[config.mk]
export PLATFORM = sky130hd
export DESIGN_NAME = afcb_coef_bank
export DESIGN_NICKNAME = d
export VERILOG_FILES = /design/src/include/afcb_pkg.sv /design/src/include/afcb_mem_if.sv /design/src/design/afcb_coef_bank.sv /design/src/design/afcb_byte_store.sv
export SDC_FILE = /design/constraint.sdc
export NUM_CORES = 1
export LEC_CHECK = 0
export BUFFER_PORTS_ARGS = -buffer_cell sky130_fd_sc_hd__clkbuf_2
export CORE_ASPECT_RATIO = 0.6
export CORE_MARGIN = 2
export CORE_UTILIZATION = 56
export CTS_CLUSTER_DIAMETER = 60
export DETAILED_ROUTE_END_ITERATION = 16
export PLACE_DENSITY = 0.84
export REMOVE_ABC_BUFFERS = 1
export SYNTH_ARGS = -nofsm -noshare
export SYNTH_HDL_FRONTEND = slang
export SYNTH_SLANG_ARGS = --single-unit
[constraint.sdc]
create_clock -name CLK_I -period 2 [get_ports CLK_I]
set_input_delay 0.4 -clock CLK_I [delete_from_list [all_inputs] [get_ports CLK_I]]
set_output_delay 0.4 -clock CLK_I [all_outputs]
set_load 0.005 [all_outputs]
[src/include/afcb_pkg.sv]
/*
  Constants for the left-channel filter coefficient bank: register offsets,
  byte slots, reset values and the coefficient type.
  Assumes page selection happens outside this bank.
*/
package afcb_pkg;

  localparam int AFCB_NUM_BYTES = 8;
  localparam int AFCB_ADDR_W = 7;
  localparam int AFCB_IDX_W = 3;

  // Register offsets on the control page.
  localparam logic [6:0] AFCB_OFS_FB4_HIGH = 7'h11;
  localparam logic [6:0] AFCB_OFS_FB4_LOW = 7'h12;
  localparam logic [6:0] AFCB_OFS_FB5_HIGH = 7'h13;
  localparam logic [6:0] AFCB_OFS_FB5_LOW = 7'h14;
  localparam logic [6:0] AFCB_OFS_FF0_HIGH = 7'h15;
  localparam logic [6:0] AFCB_OFS_FF0_LOW = 7'h16;
  localparam logic [6:0] AFCB_OFS_FF1_HIGH = 7'h17;
  localparam logic [6:0] AFCB_OFS_FF1_LOW = 7'h18;

  // Byte slots inside the store; slot equals offset minus the first offset.
  localparam logic [2:0] AFCB_SLOT_FB4_HIGH = 3'h0;
  localparam logic [2:0] AFCB_SLOT_FB4_LOW = 3'h1;
  localparam logic [2:0] AFCB_SLOT_FB5_HIGH = 3'h2;
  localparam logic [2:0] AFCB_SLOT_FB5_LOW = 3'h3;
  localparam logic [2:0] AFCB_SLOT_FF0_HIGH = 3'h4;
  localparam logic [2:0] AFCB_SLOT_FF0_LOW = 3'h5;
  localparam logic [2:0] AFCB_SLOT_FF1_HIGH = 3'h6;
  localparam logic [2:0] AFCB_SLOT_FF1_LOW = 3'h7;

  // Reset values.
  localparam logic [7:0] AFCB_RST_FB4_HIGH = 8'h7D;
  localparam logic [7:0] AFCB_RST_FB4_LOW = 8'h83;
  localparam logic [7:0] AFCB_RST_FB5_HIGH = 8'h84;
  localparam logic [7:0] AFCB_RST_FB5_LOW = 8'hEE;
  localparam logic [7:0] AFCB_RST_FF0_HIGH = 8'h39;
  localparam logic [7:0] AFCB_RST_FF0_LOW = 8'h55;
  localparam logic [7:0] AFCB_RST_FF1_HIGH = 8'hF3;
  localparam logic [7:0] AFCB_RST_FF1_LOW = 8'h2D;

  localparam logic [7:0] AFCB_RST_BYTES [AFCB_NUM_BYTES] = '{
    AFCB_RST_FB4_HIGH, AFCB_RST_FB4_LOW, AFCB_RST_FB5_HIGH, AFCB_RST_FB5_LOW,
    AFCB_RST_FF0_HIGH, AFCB_RST_FF0_LOW, AFCB_RST_FF1_HIGH, AFCB_RST_FF1_LOW
  };

  localparam logic [7:0] AFCB_UNMAPPED_DATA = 8'h00;

  typedef logic signed [15:0] afcb_coef_t;
  typedef logic [7:0] afcb_byte_t;

endpackage : afcb_pkg

[src/include/afcb_mem_if.sv]
/*
  Carrier between the bank's decoder and its byte store.
  Assumes both ends share one clock.
*/
`timescale 1ns/10ps
interface afcb_mem_if;
  import afcb_pkg::*;

  logic wr_en;
  logic rd_en;
  logic rd_hit;
  logic [2:0] idx;
  afcb_byte_t wdata;
  afcb_byte_t rdata;
  afcb_byte_t bytes [AFCB_NUM_BYTES];

  modport ctrl (output wr_en, rd_en, rd_hit, idx, wdata, input rdata, bytes);
  modport store (input wr_en, rd_en, rd_hit, idx, wdata, output rdata, bytes);
endinterface : afcb_mem_if

[src/design/afcb_coef_bank.sv]
/*
  Left-channel effects feedback and de-emphasis feed-forward coefficient bank.
  Assumes a control-bus front end that turns serial transfers into one-cycle
  read and write strobes with a register offset, synchronous to CLK_I.
*/
`timescale 1ns/10ps

// Operation
// RULE1 - Each coefficient is high-byte register above its paired low-byte register; the code puts the high byte at the lower offset, low byte next.
// RULE2 - Each assembled coefficient is used as signed two's-complement.
// RULE3 - Every 16-bit code from -32768 to 32767 is accepted, none reserved.
// RULE4 - Reset loads feedback four with high 0x7D, low 0x83.
// RULE5 - Reset loads feedback five with high 0x84, low 0xEE.
// RULE6 - Reset loads feed-forward zero with high 0x39, low 0x55.
// RULE7 - Reset loads feed-forward one with high 0xF3, low 0x2D.
// RULE8 - All eight bits are read and written; reads return the last write.
// RULE9 - Host writes both bytes before relying on a new coefficient.
module afcb_coef_bank (
  // Clock and reset
  input wire logic CLK_I,
  input wire logic RST_B_I,
  // Register access
  input wire logic [afcb_pkg::AFCB_ADDR_W-1:0] REG_ADDR_I,
  input wire logic REG_WR_I,
  input wire logic REG_RD_I,
  input wire logic [7:0] REG_WDATA_I,
  output logic [7:0] REG_RDATA_O,
  output logic REG_RVALID_O,
  output logic REG_RHIT_O,
  // Coefficients to the filters
  output afcb_pkg::afcb_coef_t FB4_COEF_O, // RULE2 RULE3
  output afcb_pkg::afcb_coef_t FB5_COEF_O, // RULE2 RULE3
  output afcb_pkg::afcb_coef_t FF0_COEF_O, // RULE2 RULE3
  output afcb_pkg::afcb_coef_t FF1_COEF_O // RULE2 RULE3
);
  import afcb_pkg::*;

  function automatic logic addr_hit(input logic [AFCB_ADDR_W-1:0] a);
    return (a >= AFCB_OFS_FB4_HIGH) && (a <= AFCB_OFS_FF1_LOW);
  endfunction : addr_hit

  function automatic logic [AFCB_IDX_W-1:0] addr_slot(input logic [AFCB_ADDR_W-1:0] a);
    logic [AFCB_ADDR_W-1:0] diff;
    diff = a - AFCB_OFS_FB4_HIGH;
    return diff[AFCB_IDX_W-1:0];
  endfunction : addr_slot

  afcb_mem_if mem ();

  logic hit;
  logic rvalid_q;
  logic rhit_q;
  logic seen_write_q;

  assign hit = addr_hit(REG_ADDR_I);
  assign mem.idx = addr_slot(REG_ADDR_I);
  assign mem.wr_en = REG_WR_I && hit;
  assign mem.rd_en = REG_RD_I;
  assign mem.rd_hit = hit;
  assign mem.wdata = REG_WDATA_I;

  afcb_byte_store u_store (
    .clk_i(CLK_I),
    .rst_b_i(RST_B_I),
    .mem(mem)
  );

  always_ff @(posedge CLK_I or negedge RST_B_I) begin
    if (!RST_B_I) begin
      rvalid_q <= 1'b0;
      rhit_q <= 1'b0;
      seen_write_q <= 1'b0;
    end else begin
      rvalid_q <= REG_RD_I;
      rhit_q <= REG_RD_I && hit;
      seen_write_q <= seen_write_q || mem.wr_en;
    end
  end

  assign REG_RDATA_O = mem.rdata;
  assign REG_RVALID_O = rvalid_q;
  assign REG_RHIT_O = rhit_q;

  // Bytes land one at a time, so the filter can briefly see a mixed value.
  assign FB4_COEF_O = {mem.bytes[AFCB_SLOT_FB4_HIGH], mem.bytes[AFCB_SLOT_FB4_LOW]}; // RULE1 RULE9
  assign FB5_COEF_O = {mem.bytes[AFCB_SLOT_FB5_HIGH], mem.bytes[AFCB_SLOT_FB5_LOW]}; // RULE1 RULE9
  assign FF0_COEF_O = {mem.bytes[AFCB_SLOT_FF0_HIGH], mem.bytes[AFCB_SLOT_FF0_LOW]}; // RULE1 RULE9
  assign FF1_COEF_O = {mem.bytes[AFCB_SLOT_FF1_HIGH], mem.bytes[AFCB_SLOT_FF1_LOW]}; // RULE1 RULE9
endmodule : afcb_coef_bank

[src/design/afcb_byte_store.sv]
/*
  Eight byte-wide coefficient registers with their reset values and a
  registered read port.
  Assumes the decoder delivers a valid slot whenever a write is enabled.
*/
`timescale 1ns/10ps
module afcb_byte_store (
  // Clock and reset
  input wire logic clk_i,
  input wire logic rst_b_i,
  // Store side of the carrier
  afcb_mem_if.store mem
);
  import afcb_pkg::*;

  afcb_byte_t rdata_q;

  genvar g;
  generate
    for (g = 0; g < AFCB_NUM_BYTES; g++) begin : g_byte
      afcb_byte_t byte_q;
      always_ff @(posedge clk_i or negedge rst_b_i) begin
        if (!rst_b_i) begin
          byte_q <= AFCB_RST_BYTES[g]; // RULE4 RULE5 RULE6 RULE7
        end else if (mem.wr_en && (mem.idx == 3'(g))) begin
          byte_q <= mem.wdata; // RULE8
        end
      end
      assign mem.bytes[g] = byte_q;
    end
  endgenerate

  // A read in the same cycle as a write to that byte returns the old value.
  always_ff @(posedge clk_i or negedge rst_b_i) begin
    if (!rst_b_i) begin
      rdata_q <= AFCB_UNMAPPED_DATA;
    end else if (mem.rd_en) begin
      rdata_q <= mem.rd_hit ? mem.bytes[mem.idx] : AFCB_UNMAPPED_DATA; // RULE8
    end
  end

  assign mem.rdata = rdata_q;

endmodule : afcb_byte_store

==> results_dict.tcl <==
set metrics [dict create \
    fmax_mhz 552.4 \
    dp_hpwl_um 6197 \
    rr_endpoint "u_store.mem.rdata[2]" \
    cts_resized 0 \
    synth.avg_cell_area_um2 16.01 \
    core-area_mm2 0.006028 \
    critPathKind "input pin to register" \
    layout-drive-gt1-share_pct 75.71 \
    worstPathCellList "clkbuf_2 -> inv_1 -> ha_1 -> xor2_2 -> buf_12 -> mux4_2 -> mux2i_1 -> o22ai_1" \
    synth_top_family_by_area "multiplexers" \
    synthAdderAreaFrac_pct 2.181 \
    slowest_stage "mux4_2" \
    cts_sinks 74 \
    critPathRequiredTime_ns 2.23 \
    p_total_uw 3388 \
    via_per_inst 5.500 \
    fin_skew_ns 0.006320 \
    power.density_mw_per_mm2 752.0 \
    drv_cap 0 \
    io_buffer_count 92 \
    synthSimpleGateAreaFrac_pct 4.398 \
    post_cts.repair.setup_buffers 0 \
    synth_xor_area_share_pct 0.5089 \
    die_w_um 105.2 \
    yosysSeqAreaShare_pct 55.07 \
    period_share_pct 90.52 \
    cp-end-kind "register" \
    wl_per_cell_um 19.90 \
    slowest_delay_ns 0.52 \
    ctsRootBufferMaster "clkbuf_8" \
    yosys_warnings 0 \
    status "complete, no violations" \
    synth.cell_area_mm2 0.003442 \
    grt_max_degree 75 \
    overflow 0 \
    path_depth 8 \
    clkLatencyLatePin_ns 0.35 \
    syn_inst 215 \
    cts_tree "yes" \
    die_h_um 64.73 \
    min_path_type "input pin to async pin" \
    vias 2387 \
    path_buf_inv 3 \
    dr.pass1.iters 4 \
    r2r-start "u_store.g_byte[1].byte_q[2]" \
    yosysTopAreaCell "dfrtp_1" \
    synth_seq_cells 74 \
    gp_congestion 0.8123 \
    leakage_uw 0.002244 \
    finalCriticalPeriod_ns 1.810 \
    path_clk_slew_ns 0.08 \
    synth_top_area_share_pct 28.35 \
    arrival_ns 2.04 \
    whs_ns 0.07172 \
    cts_hold_buf 0 \
    synth.area.mux_share_pct 33.73 \
    track_usage_pct 28.33 \
    post-route-drc-count 0 \
    synth_compound_gate_area_share_pct 2.254 \
    hold_violations 0 \
    crit_fanout 18 \
    worst_pin_slew_ns 0.3747 \
    ctsHtreeMaxLevel 3 \
    die_area_mm2 0.006811 \
    drt_first_iter_violations 129 \
    rsz0062_at_grt "false" \
    diodes 0 \
    drt-total-wl_um 8635 \
    synthTopCellsByArea "dfrtp_1, dfstp_2, mux2_2" \
    setup_viol 0 \
    finalMaxSlewViolations 0 \
    syn_to_final_growth_pct 30.90 \
    nNetsFinal 371 \
    grt_pass1_vias 2545 \
    r2r_cells 3 \
    reg2reg_slack_ns 0.66 \
    grt_pass1_wl_um 14060 \
    drtAntennaViolNets 0 \
    initial_utilization_pct 57.10 \
    fp-row-count 22 \
    ys_types 21 \
    worst_ir_drop_vdd_mv 0.5536 \
    cp-start-kind "input pin" \
    clk_path_buf_depth 2 \
    io_pins 93 \
    antenna_found_initial 0 \
    max_slew_margin_pct 75.02 \
    crit_family "multiplexers" \
    cts_made_buffers 9 \
]
-- sequential cells by signal, indices dropped and copies added, names as in the netlist --
signal and flops:
REG_RVALID_O 1, u_store.g_byte.byte_q 64, REG_RHIT_O 1, u_store.mem.rdata 8
-- worst max-delay path by stage --
stage                  start                   end  slack [ns]
3_3_place_gp   REG_ADDR_I[1]  u_store.mem.rdata[7]       -0.11
6_report       REG_ADDR_I[1]  u_store.mem.rdata[1]        0.19
3_5_place_dp   REG_ADDR_I[1]  u_store.mem.rdata[1]       -0.19
2_1_floorplan  REG_ADDR_I[0]  u_store.mem.rdata[1]       -1.04
5_1_grt        REG_ADDR_I[1]  u_store.mem.rdata[1]        0.03
4_1_cts        REG_ADDR_I[1]  u_store.mem.rdata[1]        0.20
-- routing by layer --
| layer | wire length, um | track usage [%] | share of wire (%) | vias to the layer above |
|---|---|---|---|---|
| met5 | 0 | 0 | 0 | - |
| met4 | 30 | 6.000 | 0.35 | 0 |
| met3 | 678 | 8.551 | 7.9 | 4 |
| met2 | 3994 | 45.16 | 46 | 104 |
| met1 | 3931 | 39.04 | 46 | 1205 |
| li1 | - | - | - | 1074 |
-- cell usage after synthesis --
cell and number:
a2111oi_4 1, and3_1 8, buf_1 2, buf_4 1, clkbuf_1 1, dfrtp_1 39
dfstp_2 35, ha_1 6, inv_1 11, inv_2 1, mux2_2 64, mux2i_1 8
mux4_2 16, nand2_1 1, nand2b_1 1, nand3_1 1, nand3_2 8, nor4_1 1
o22ai_1 8, xnor2_1 1, xor2_1 1
-- power by group --
group          switching [uW]  internal (uW)
sequential                116           1690
combinational             251            332
clock                     532            472
-- cells in the final DEF (no fill, tap or decap) --
cell type / count
clkinv_2: 3
mux2_2: 64
clkbuf_2: 91
and3_1: 8
buf_4: 24
inv_1: 11
xor2_2: 1
mux4_2: 16
nand2_1: 1
dfrtp_1: 39
ha_1: 6
a2111oi_4: 1
nor4_1: 1
mux2i_1: 8
nand3_1: 1
xnor2_1: 1
clkinvlp_4: 1
buf_12: 8
buf_2: 1
clkbuf_8: 10
nand3_2: 8
dfstp_2: 35
o22ai_1: 8
clkinv_4: 1
nand2b_1: 1
inv_2: 1
-- logic make-up (layout without fill, tap and decap cells) --
family / count (synthesis) / count (layout)
muxes: 88 / 88
DFF: 74 / 74
and+or+nand+nor: 20 / 20
buffers and inverters: 16 / 151
AOI/OAI and AO/OA: 9 / 9
adders and majority gates: 6 / 6
xor gates and xnor gates: 2 / 2
-- final cells by class --
| type | instances | area [um2] |
|---|---|---|
| multi-input combinational | 125 | 1490 |
| inverter | 12 | 45.04 |
| tap | 84 | 105.1 |
| fill | 425 | 1523 |
| timing repair buffer | 124 | 800.8 |
| clock inverter | 5 | 31.28 |
| clock buffer | 10 | 137.6 |
| sequential | 74 | 1896 |
-- worst reg2reg max path, stage by stage (launching register included) --
cell and delay, ns:
dfrtp_1 0.40, mux4_2 0.47, mux2i_1 0.23, o22ai_1 0.11
-- per-stage QoR --
step                std cells  setup TNS [ns]  utilization [%]  worst slack, ns  area, um2
floorplan                 211          -46.73                -           -1.042       3423
global placement          419          -4.524            71.94          -0.1120       4337
detailed placement        419          -7.718            71.94          -0.1862       4337
CTS                       434               0            74.74           0.1969       4506
global route              434               0            74.74          0.03391       4506
finish                    434               0            74.74           0.1897       4506
No activity file was read; power rests on OpenSTA's default activity.
